**config.mk**
```make
export PLATFORM = sky130hd
export DESIGN_NAME = rsc_reset_source_controller
export DESIGN_NICKNAME = d
export VERILOG_FILES = /design/src/hw/rsc_pkg.sv /design/src/hw/rsc_reset_source_controller.sv
export SDC_FILE = /design/constraint.sdc
export NUM_CORES = 1
export LEC_CHECK = 0
export BUFFER_PORTS_ARGS = -buffer_cell sky130_fd_sc_hd__buf_2
export CAP_MARGIN = 15
export CORE_MARGIN = 5
export CORE_UTILIZATION = 52
export DETAILED_ROUTE_END_ITERATION = 6
export GPL_TIMING_DRIVEN = 1
export PLACE_DENSITY = 0.81
export SLEW_MARGIN = 20
export SYNTH_ARGS = -nofsm -noshare
export SYNTH_HDL_FRONTEND = slang
export SYNTH_SLANG_ARGS = --single-unit
```
**constraint.sdc**
```tcl
create_clock -name clk -period 3.55 [get_ports clk]
set_input_delay 0.1775 -clock clk [delete_from_list [all_inputs] [get_ports clk]]
set_output_delay 0.1775 -clock clk [all_outputs]
set_load 0.01 [all_outputs]
```
**src/hw/rsc_pkg.sv**
```systemverilog
/*
 Package for the reset source controller: register offsets, flag positions,
 reset values and timing constants. Assumes a 40 MHz system clock.
*/
package rsc_pkg;
   localparam int unsigned CLK_HZ = 40000000;
   // Register map (word offsets of the plain register port)
   localparam logic [3:0] ADDR_CAUSE = 4'h0;
   localparam logic [3:0] ADDR_CTRL = 4'h1;
   localparam logic [3:0] ADDR_STATUS = 4'h2;
   // Flag positions in the cause register
   localparam int FLAG_POWER_ON = 0;
   localparam int FLAG_BROWN_OUT = 1;
   localparam int FLAG_IDLE = 2;
   localparam int FLAG_SLEEP = 3;
   localparam int FLAG_WATCHDOG = 4;
   localparam int FLAG_SOFTWARE = 6;
   localparam int FLAG_EXT_PIN = 7;
   localparam int FLAG_CFG_MISMATCH = 9;
   localparam int FLAG_ILLEGAL = 14;
   localparam int FLAG_TRAP = 15;
   localparam logic [15:0] CAUSE_IMPL_MASK = 16'hC2DF;
   localparam logic [15:0] CAUSE_RESET = 16'h0000;
   localparam logic [2:0] POWER_UP_DELAY_TIMER_SEL_RESET = 3'h7;
   localparam logic [7:0] ILLEGAL_OPCODE = 8'h3F;
   localparam logic [23:0] RESET_VECTOR = 24'h000000;
   localparam int HARD_TRAP_LO = 13;
   localparam int HARD_TRAP_HI = 15;
   localparam int STACK_PTR_INDEX = 15;
   // Delays
   localparam int unsigned POR_EXT_NS = 30000;
   localparam int unsigned BOR_EXT_NS = 100000;
   localparam int unsigned PIN_MIN_NS = 2000;
   localparam int unsigned POR_EXT_CYC = POR_EXT_NS / 25;
   localparam int unsigned BOR_EXT_CYC = BOR_EXT_NS / 25;
   localparam int unsigned PIN_MIN_CYC = (PIN_MIN_NS + 24) / 25;
   localparam int unsigned MS_CYC = CLK_HZ / 1000;
   typedef enum logic [1:0] {
      ST_POWER_ON = 2'b00,
      ST_BROWN_OUT = 2'b01,
      ST_POWER_UP_DELAY_TIMER = 2'b10,
      ST_RUN = 2'b11
   } rsc_state_t;
endpackage

```
**src/hw/rsc_reset_source_controller.sv**
```systemverilog
/*
 Reset source controller: merges supply, pin, core and watchdog reset sources
 into one system reset, applies the power-up delay and records the cause.
 Assumes the supply monitor levels and the reset pin are asynchronous and the
 core/watchdog event strobes are one-cycle pulses on clk.
*/
// Added by the designer: the register offsets and the strobed register port.
`timescale 1ns/10ps
module rsc_reset_source_controller
   import rsc_pkg::*;
#(
   parameter int unsigned POR_EXT_CYCLES = POR_EXT_CYC, // Power-on extension
   parameter int unsigned BOR_EXT_CYCLES = BOR_EXT_CYC, // Brown-out extension
   parameter int unsigned MS_CYCLES = MS_CYC // One millisecond of clk
)
(
   input wire logic clk, // System clock, 40 MHz
   input wire logic arst_n, // Asynchronous reset, active low
   input wire logic supply_above_por, // Supply above power-on threshold
   input wire logic supply_above_bor, // Supply above brown-out threshold
   input wire logic external_reset_pin_n, // External reset pin, active low
   input wire logic software_reset_exec, // Reset instruction executed
   input wire logic watchdog_timeout, // Watchdog time-out pulse
   input wire logic core_sleeping, // Core in sleep or idle
   input wire logic power_save_sleep, // Power-save sleep instruction
   input wire logic power_save_idle, // Power-save idle instruction
   input wire logic watchdog_clear_instruction, // Watchdog-clear instruction
   input wire logic hard_trap_valid, // Hard trap raised
   input wire logic [3:0] hard_trap_level, // Level of raised trap
   input wire logic [3:0] trap_in_service_level, // Level being serviced, 0 if none
   input wire logic [15:0] pin_select_cfg, // Pin-select control contents
   input wire logic [15:0] pin_select_shadow, // Hardware shadow copy
   input wire logic opcode_fetch_valid, // Instruction fetched for execution
   input wire logic [7:0] opcode_upper, // Upper instruction byte
   input wire logic pointer_use_valid, // Working register used as pointer
   input wire logic [3:0] pointer_reg_index, // Which working register
   input wire logic [15:0] wreg_written, // Write strobes per working register
   input wire logic flow_change_valid, // Program or vector flow change
   input wire logic flow_target_restricted, // Target in restricted protected area
   input wire logic [3:0] reg_addr, // Register address
   input wire logic [15:0] reg_wdata, // Register write data
   input wire logic reg_write, // Write strobe
   input wire logic reg_read, // Read strobe
   output logic [15:0] reg_rdata, // Read data, cycle after strobe
   output logic system_reset, // Common system reset, active high
   output logic clock_reload, // Reload clock source from configuration
   output logic [23:0] program_counter_init, // Program counter on reset release
   output logic watchdog_wake, // Wake core on watchdog in sleep
   output logic [15:0] wreg_init_mask // Working registers holding valid data
);
   logic rst_s1_reg, rst_n;
   logic [1:0] por_sync_reg, bor_sync_reg, pin_sync_reg;
   rsc_state_t state_reg;
   logic [22:0] cnt_reg;
   logic [2:0] power_up_delay_select;
   logic [15:0] cause_reg;
   logic [15:0] wreg_valid_reg;
   logic [7:0] pin_cnt_reg;
   logic pin_reset, warm_any, trap_conflict, cfg_mismatch, illegal_any, cold;
   logic [22:0] power_up_delay_timer_cycles;

   always_ff @(posedge clk or negedge arst_n)
   begin
      if (!arst_n)
      begin
         rst_s1_reg <= 1'b0;
         rst_n <= 1'b0;
      end
      else
      begin
         rst_s1_reg <= 1'b1;
         rst_n <= rst_s1_reg;
      end
   end

   // Asynchronous levels pass two flip-flops
   always_ff @(posedge clk or negedge rst_n)
   begin
      if (!rst_n)
      begin
         por_sync_reg <= 2'b00;
         bor_sync_reg <= 2'b00;
         pin_sync_reg <= 2'b11;
      end
      else
      begin
         por_sync_reg <= {por_sync_reg[0], supply_above_por};
         bor_sync_reg <= {bor_sync_reg[0], supply_above_bor};
         pin_sync_reg <= {pin_sync_reg[0], external_reset_pin_n};
      end
   end

   // Glitch filter: pin must stay low for the minimum width
   always_ff @(posedge clk or negedge rst_n)
   begin
      if (!rst_n)
         pin_cnt_reg <= 8'h00;
      else if (pin_sync_reg[1])
         pin_cnt_reg <= 8'h00;
      else if (pin_cnt_reg != 8'(PIN_MIN_CYC))
         pin_cnt_reg <= pin_cnt_reg + 8'h01;
   end
   assign pin_reset = (pin_cnt_reg == 8'(PIN_MIN_CYC - 1)) && !pin_sync_reg[1];

   assign trap_conflict = hard_trap_valid && (hard_trap_level >= 4'(HARD_TRAP_LO))
      && (trap_in_service_level > hard_trap_level);
   assign cfg_mismatch = pin_select_cfg != pin_select_shadow;
   assign illegal_any = (opcode_fetch_valid && opcode_upper == ILLEGAL_OPCODE)
      || (pointer_use_valid && !wreg_valid_reg[pointer_reg_index])
      || (flow_change_valid && flow_target_restricted);
   // Watchdog is a reset only while the core is awake
   assign warm_any = pin_reset || software_reset_exec || (watchdog_timeout && !core_sleeping)
      || trap_conflict || cfg_mismatch || illegal_any;

   // 0,1,2,4,8,16,32 then 128 ms: eight settings, 0 to 128 ms
   always_comb
   begin
      if (power_up_delay_select == 3'h0)
         power_up_delay_timer_cycles = 23'h0;
      else
         power_up_delay_timer_cycles = 23'(MS_CYCLES << (power_up_delay_select == 3'h7 ? 7 : power_up_delay_select - 1));
   end

   always_ff @(posedge clk or negedge rst_n)
   begin
      if (!rst_n)
      begin
         state_reg <= ST_POWER_ON;
         cnt_reg <= 23'h0;
      end
      else if (!por_sync_reg[1])
      begin
         state_reg <= ST_POWER_ON;
         cnt_reg <= 23'h0;
      end
      else if (!bor_sync_reg[1] && state_reg != ST_POWER_ON)
      begin
         state_reg <= ST_BROWN_OUT;
         cnt_reg <= 23'h0;
      end
      else
      begin
         unique case (state_reg)
            ST_POWER_ON:
               if (cnt_reg >= 23'(POR_EXT_CYCLES - 1))
               begin
                  state_reg <= ST_BROWN_OUT;
                  cnt_reg <= 23'h0;
               end
               else
                  cnt_reg <= cnt_reg + 23'h1;
            ST_BROWN_OUT:
               if (!bor_sync_reg[1])
                  cnt_reg <= 23'h0;
               else if (cnt_reg >= 23'(BOR_EXT_CYCLES - 1))
               begin
                  state_reg <= ST_POWER_UP_DELAY_TIMER;
                  cnt_reg <= 23'h0;
               end
               else
                  cnt_reg <= cnt_reg + 23'h1;
            ST_POWER_UP_DELAY_TIMER:
               if (cnt_reg >= power_up_delay_timer_cycles)
                  state_reg <= ST_RUN;
               else
                  cnt_reg <= cnt_reg + 23'h1;
            ST_RUN:
               cnt_reg <= 23'h0;
         endcase
      end
   end
   assign cold = state_reg != ST_RUN;

   // Outputs from flip-flops; warm reset lasts one cycle
   always_ff @(posedge clk or negedge rst_n)
   begin
      if (!rst_n)
      begin
         system_reset <= 1'b1;
         clock_reload <= 1'b1;
         watchdog_wake <= 1'b0;
         program_counter_init <= RESET_VECTOR;
      end
      else
      begin
         system_reset <= cold || warm_any;
         clock_reload <= cold;
         watchdog_wake <= watchdog_timeout && core_sleeping;
         program_counter_init <= RESET_VECTOR;
      end
   end

   // Working registers start uninitialised, the stack pointer excepted
   always_ff @(posedge clk or negedge rst_n)
   begin
      if (!rst_n)
         wreg_valid_reg <= 16'h0001 << STACK_PTR_INDEX;
      else if (cold || warm_any)
         wreg_valid_reg <= 16'h0001 << STACK_PTR_INDEX;
      else
         wreg_valid_reg <= wreg_valid_reg | wreg_written;
   end
   assign wreg_init_mask = wreg_valid_reg;

   always_ff @(posedge clk or negedge rst_n)
   begin
      if (!rst_n)
         power_up_delay_select <= POWER_UP_DELAY_TIMER_SEL_RESET;
      else if (reg_write && reg_addr == ADDR_CTRL)
         power_up_delay_select <= reg_wdata[2:0];
   end

   // Hardware set wins over software write; power-on reloads the whole register, brown-out clears per flag
   always_ff @(posedge clk or negedge rst_n)
   begin
      if (!rst_n)
         cause_reg <= CAUSE_RESET;
      else
      begin
         if (reg_write && reg_addr == ADDR_CAUSE)
            cause_reg <= reg_wdata & CAUSE_IMPL_MASK;
         if (power_save_sleep)
            cause_reg[FLAG_SLEEP] <= 1'b1;
         if (power_save_idle)
            cause_reg[FLAG_IDLE] <= 1'b1;
         if (power_save_sleep || power_save_idle || watchdog_clear_instruction)
            cause_reg[FLAG_WATCHDOG] <= 1'b0;
         if (state_reg == ST_POWER_ON)
         begin
            cause_reg <= 16'h0001 << FLAG_POWER_ON;
            cause_reg[FLAG_BROWN_OUT] <= 1'b1;
         end
         else if (state_reg == ST_BROWN_OUT)
         begin
            cause_reg[FLAG_TRAP] <= 1'b0;
            cause_reg[FLAG_ILLEGAL] <= 1'b0;
            cause_reg[FLAG_CFG_MISMATCH] <= 1'b0;
            cause_reg[FLAG_SOFTWARE] <= 1'b0;
            cause_reg[FLAG_WATCHDOG] <= 1'b0;
            cause_reg[FLAG_SLEEP] <= 1'b0;
            cause_reg[FLAG_IDLE] <= 1'b0;
            cause_reg[FLAG_BROWN_OUT] <= 1'b1;
         end
         else
         begin
            // Set in the cycle the reset asserts, kept through it
            if (pin_reset)
               cause_reg[FLAG_EXT_PIN] <= 1'b1;
            if (software_reset_exec)
               cause_reg[FLAG_SOFTWARE] <= 1'b1;
            if (watchdog_timeout)
               cause_reg[FLAG_WATCHDOG] <= 1'b1;
            if (trap_conflict)
               cause_reg[FLAG_TRAP] <= 1'b1;
            if (cfg_mismatch)
               cause_reg[FLAG_CFG_MISMATCH] <= 1'b1;
            if (illegal_any)
               cause_reg[FLAG_ILLEGAL] <= 1'b1;
         end
      end
   end

   always_ff @(posedge clk or negedge rst_n)
   begin
      if (!rst_n)
         reg_rdata <= 16'h0000;
      else if (reg_read)
      begin
         unique case (reg_addr)
            ADDR_CAUSE: reg_rdata <= cause_reg;
            ADDR_CTRL: reg_rdata <= {13'h0000, power_up_delay_select};
            ADDR_STATUS: reg_rdata <= {14'h0000, state_reg};
            default: reg_rdata <= 16'h0000;
         endcase
      end
      else
         reg_rdata <= 16'h0000;
   end

   a_pin_flag_set: assert property (@(posedge clk) disable iff (!rst_n)
      pin_reset && !cold |=> cause_reg[FLAG_EXT_PIN] && system_reset)
      else $error("pin reset not recorded");
   a_sw_one_cycle: assert property (@(posedge clk) disable iff (!rst_n)
      software_reset_exec && !cold |=> system_reset && cause_reg[FLAG_SOFTWARE])
      else $error("software reset not applied");
   a_wdt_sleep_wake: assert property (@(posedge clk) disable iff (!rst_n)
      watchdog_timeout && core_sleeping |=> watchdog_wake)
      else $error("watchdog wake missing");
   a_cold_holds_rst: assert property (@(posedge clk) disable iff (!rst_n)
      $past(cold) |-> system_reset && clock_reload)
      else $error("cold reset released early");
   a_trap_conflict: assert property (@(posedge clk) disable iff (!rst_n)
      trap_conflict && !cold |=> cause_reg[FLAG_TRAP])
      else $error("trap conflict not recorded");
   a_cfg_mismatch: assert property (@(posedge clk) disable iff (!rst_n)
      cfg_mismatch && !cold |=> cause_reg[FLAG_CFG_MISMATCH] && system_reset)
      else $error("mismatch not recorded");
   a_illegal_flag: assert property (@(posedge clk) disable iff (!rst_n)
      illegal_any && !cold |=> cause_reg[FLAG_ILLEGAL])
      else $error("illegal condition not recorded");
   a_bor_restart: assert property (@(posedge clk) disable iff (!rst_n)
      !bor_sync_reg[1] && state_reg != ST_POWER_ON && por_sync_reg[1] |=> state_reg == ST_BROWN_OUT)
      else $error("brown-out delay not restarted");
endmodule

```
### After elaboration in Yosys (flattened, before gate mapping)

Cells that the tools add are included.

* $add $sub $neg: 3
* bitwise logic cells: 1
* magnitude comparators: 6
* shift operators: 1
* muxes and demuxes: 47
* reduce and logical (&&, ||, !) cells: 40
* equality and inequality tests: 17

Operators with widths (number)
* 2-to-1 mux 23 bit: 7
* one-hot mux 23 bit (4 select lines): 1
* 2-to-1 mux 16 bit: 3
* one-hot mux 16 bit (3 select lines): 1
* 2-to-1 mux 32 bit: 1
* left shift 16 x 32 -> 23 bit, first input constant: 1
* nonzero test 4 bit: 6
* adder 23 x 1 -> 23 bit, second input constant: 1
* greater-or-equal comparator 23 x 11 -> 1 bit, second input constant: 1
* greater-or-equal comparator 23 x 12 -> 1 bit, second input constant: 1
* greater-or-equal comparator 23 bit: 1
* != test 4 bit, second input constant: 5
* 2-to-1 mux 1 bit: 18
* 2-to-1 mux 2 bit: 9
* 2-to-1 mux 8 bit: 2
* != test 16 bit: 1
* bitwise OR 16 bit: 1
* logical AND 1 bit: 11
* logical OR 1 bit: 10
* adder 8 x 1 -> 8 bit, second input constant: 1
* equality test 8 x 6 -> 1 bit, second input constant: 1
* equality test 8 x 7 -> 1 bit, second input constant: 1
* 2-to-1 mux 4 bit: 2
* != test 8 x 7 -> 1 bit, second input constant: 1
* 22 further kinds: 28

* input bits: 106
* output and inout bits: 59
* register bits after elaboration: 95
* logic and storage cells: 139

### Depth between registers and ports, before layout

* word-level depth: 9
* mapped depth: 18
* gate-level depth less buffers: 14

### Worst setup path after synthesis

OpenSTA, ideal clock, no wires.

* path kind: register to register
* start: reg power_up_delay_select[0]
* end: reg cnt_reg[13]
* path slack: -0.463 ns
* path buffers: 4
* arrival time: 3.918 ns
* setup time: 0.096 ns
* period minus slack after synthesis: 4.013 ns
* data required time: 3.454 ns
* stages on the path, launching flop included: 19
* cells stage by stage: dfstp_2 clkbuf_1 clkinv_1 ha_1 clkbuf_1 inv_1 nor2_1 a21oi_1 o22ai_1 nand2_1 ha_1 o21ai_0 o21ai_0 o211ai_1 a21boi_1 clkbuf_1 clkbuf_1 a21oi_1 o31ai_1

* longest elaborated chain between the ends: 6
* elaborated cells between the ends (all ways): 8
* those cells by class: 1 x add/sub; 1 x order compare; 2 x eq/ne; 1 x shift; 2 x mux; 1 x reduce/logical

Ends and longest elaborated chain
* start: declaration: RTL line rsc_reset_source_controller.sv:55 `logic [2:0] power_up_delay_select;`
* start signal: assignment: RTL line rsc_reset_source_controller.sv:210 `power_up_delay_select <= reg_wdata[2:0];`
* subtractor 3 x 1 -> 4 bit / equality test 3 bit (equally long branches): RTL line rsc_reset_source_controller.sv:121 `power_up_delay_timer_cycles = 23'(MS_CYCLES << (power_up_delay_select == 3'h7 ? 7 : power_up_delay_select - 1) ...`
* 2-to-1 mux 32 bit: RTL line rsc_reset_source_controller.sv:121
* left shift 16 x 32 -> 23 bit: RTL line rsc_reset_source_controller.sv:121
* 2-to-1 mux 23 bit (*): RTL line rsc_reset_source_controller.sv:118 `if (power_up_delay_select == 3'h0)`
* greater-or-equal comparator 23 bit (*): RTL line rsc_reset_source_controller.sv:163 `if (cnt_reg >= power_up_delay_timer_cycles)`
* != test 4 bit (no source line) (*)
* end signal: assignment: RTL line rsc_reset_source_controller.sv:151 `cnt_reg <= cnt_reg + 23'h1;`
* end signal: assignment: RTL line rsc_reset_source_controller.sv:161 `cnt_reg <= cnt_reg + 23'h1;`
* end signal: assignment: RTL line rsc_reset_source_controller.sv:166 `cnt_reg <= cnt_reg + 23'h1;`
* end: declaration: RTL line rsc_reset_source_controller.sv:54 `logic [22:0] cnt_reg;`

Every way passes the cells marked *; elsewhere a longest branch is shown, timed or not.
A chain may end at the register's enable or synchronous reset.

### Final worst setup path

* start: reg power_up_delay_select[0]
* end: reg cnt_reg[5]

The elaborated chain is that of the path after synthesis.

==> results_dict.tcl <==
set metrics [dict create \
    outcome "finished, final reports clean" \
    coreArea_um2 10230 \
    startpoint_type "flop" \
    seq_area_um2 2116 \
    fp.dieH_um 111.8 \
    finClkSkew_ns 0.009772 \
    start_util_pct 52.71 \
    yosysSeqAreaShare_pct 39.16 \
    place_ws_ns 0.05020 \
    crit_arrival_ns 3.62 \
    drtPass1Iterations 5 \
    synth_edf_count 0 \
    place.port_buffers 134 \
    wirelength_um 14490 \
    cts_tree "done" \
    die-area_um2 12510 \
    num_vias 5054 \
    setup_ws_ns 0.1854 \
    crit_start "power_up_delay_select[0]" \
    first_iter_violations 432 \
    antennaDiodeCount 0 \
    cts_max_level 3 \
    placed_area_um2 6123 \
    reg2reg_slack_ns 0.19 \
    drc 0 \
    ys_warn_count 0 \
    crit_end "cnt_reg[5]" \
    clock-sinks 84 \
    max_slew_margin_pct 50.85 \
    ys.flop_type "dfrtp_1" \
    ant_nets 0 \
    fin_nets 862 \
    ioPinCount 165 \
    crit_path_max_fanout 14 \
    synthCells 587 \
    fin_crit_sh_pct 94.78 \
    finalSetupViolCount 0 \
    max_freq_mhz 297.2 \
    antenna_found_initial 0 \
    insertion_delay_ns 0.37 \
    grt-ovfl-total 0 \
    end_kind "flop" \
    syn_area_um2 5393 \
    timing.rr.start "power_up_delay_select[0]" \
    async_flop_share_pct 100.0 \
    grt_pass1_vias 5023 \
    numCtsBuffers 9 \
    rr_endpoint "cnt_reg[5]" \
    largest_reg_flops 23 \
    fillCellCount 830 \
    clockRootBuffer "clkbuf_8" \
    clk_path_buf_depth 2 \
    place.gp.congestion 0.9212 \
    hold_violations 0 \
    synthToLayoutAreaGrowth_pct 20.07 \
    worst-endpoint-required_ns 3.81 \
    leakage_uw 0.003031 \
    maxCapViolations 0 \
    hold_path_class "input pin to flop" \
    r2r_cells 14 \
    clk_pin_slew_ns 0.10 \
    drive_above_1_share_pct 29.08 \
    ir_drop_mv 0.2829 \
    syn_area_per_cell_um2 9.187 \
    period_needed_ns 3.365 \
    design_area_um2 6475 \
    synth-seq-cells 84 \
    die_w_um 111.8 \
    multi_input_area_um2 3042 \
    power_density_nw_per_um2 420.9 \
    avgViaCountPerCell 5.843 \
    routedWlPerCell_um 16.75 \
    grt_pass1_wl_um 23980 \
    post_cts_buffers 0 \
    ys_types 65 \
    row_count 37 \
    report.final.slew_viol_count 0 \
    crit_type "flop to flop" \
    grt_max_degree 83 \
    hpwl_um 10980 \
    worstMarginPinSlew_ns 0.7317 \
    grtUsageTotal_pct 22.80 \
]
-- synthesized netlist by cell type (5+ instances only) --
library cell | instances | area share, %
xnor2_1 | 19 | 3.1
nor2b_1 | 6 | 0.70
nand4_1 | 13 | 1.5
and3_1 | 6 | 0.70
nor3_1 | 19 | 1.8
or4_1 | 6 | 0.84
mux2i_1 | 10 | 1.9
nor4_1 | 8 | 0.93
dfstp_2 | 8 | 3.9
nand2_1 | 41 | 2.9
clkbuf_1 | 15 | 1.0
a32o_1 | 8 | 1.5
a21oi_1 | 33 | 3.1
inv_1 | 23 | 1.6
nand2b_1 | 7 | 0.81
and2_1 | 9 | 1.0
nand3_1 | 27 | 2.5
buf_4 | 29 | 4.0
nor2_1 | 68 | 4.7
o2bb2ai_1 | 5 | 0.81
a211oi_1 | 6 | 0.84
ha_1 | 32 | 7.4
o21a_1 | 9 | 1.3
mux4_2 | 5 | 2.1
o21ai_0 | 24 | 2.2
dfrtp_1 | 76 | 35
-- what timing repair did --
action | 4_1_cts | 5_1_grt
endpoints found under the setup margin | 0 | 20
hold buffers | 5 | 0
hold endpoints to repair | 6 | 0
gates resized for setup | 0 | 22
-- power by group --
part | internal (uW) | switching (uW)
registers | 1020 | 74.9
clock network | 288 | 389
logic | 398 | 559
-- cells in the final DEF, fill, tap and decap left out, types with 8 or more instances in the layout --
cell type,n
a32o_1,8
nand3_1,27
nor3_1,18
inv_1,22
nand2_1,40
o21a_1,9
buf_4,12
buf_2,134
nand4_1,13
dfrtp_1,75
mux2i_1,10
conb_1,26
nor4_1,8
o21ai_0,20
clkbuf_8,10
and2_1,9
nor2_1,65
o21ai_1,8
dfstp_2,8
ha_1,30
xnor2_1,19
a21oi_1,32
-- critical path, cell delays in order (launching register included) --
cell      delay (ns)
dfstp_2         0.57
inv_4           0.05
ha_1            0.22
nand2b_4        0.15
or3_1           0.32
a21oi_2         0.15
nand2_1         0.08
ha_1            0.30
nand4_1         0.10
o21ai_0         0.11
o211ai_1        0.26
buf_4           0.17
a21bo_2         0.31
o21ai_0         0.16
a32o_1          0.29
-- layout make-up --
cell class / instances / area share (%)
repair buffers: 153 / 13.26
multi-input cells: 451 / 46.98
clock inverters: 6 / 0.8502
well taps: 136 / 2.628
flip-flops and latches: 84 / 32.68
clock buffers: 10 / 2.126
inverters: 25 / 1.488
-- kinds of logic after synthesis --
group,share of synthesized area (%)
compound gates,16.15
xor+xnor,3.573
buf+inv,7.679
flops,39.16
other cells,0.1393
mux,4.780
fa+ha+maj,7.425
simple gates,21.09
-- stage by stage --
stage	power (uW)	utilization [%]	TNS (ns)	cells	hold slack (ns)
floorplan	1743	-	0	611	-0.1181
global placement	1930	59.85	0	843	-0.03728
detailed placement	1986	59.85	0	843	-0.03330
CTS	2669	62.22	0	864	0.006309
global route	2884	63.29	-0.02508	865	0.01366
finish	2725	63.29	0	865	0.02039
-- worst min path at each step --
stage                           from                  to  slack (ns)  cells past startpoint
finish              wreg_written[10]  wreg_init_mask[10]        0.02                      3
detailed placement            arst_n          rst_s1_reg       -0.03                      1
global route        wreg_written[13]  wreg_init_mask[13]        0.01                      3
global placement              arst_n          rst_s1_reg       -0.04                      1
floorplan                     arst_n               rst_n       -0.12                      0
CTS                 wreg_written[10]  wreg_init_mask[10]       0.006                      3
-- layer usage --
metal	vias to the layer above	track usage [%]	wire length, um
li1	2336	-	-
met1	2439	29.54	5822
met2	235	38.33	7259
met3	44	5.109	1042
met4	0	6.650	363
met5	-	0	0
(Power assumes the default switching activity.)
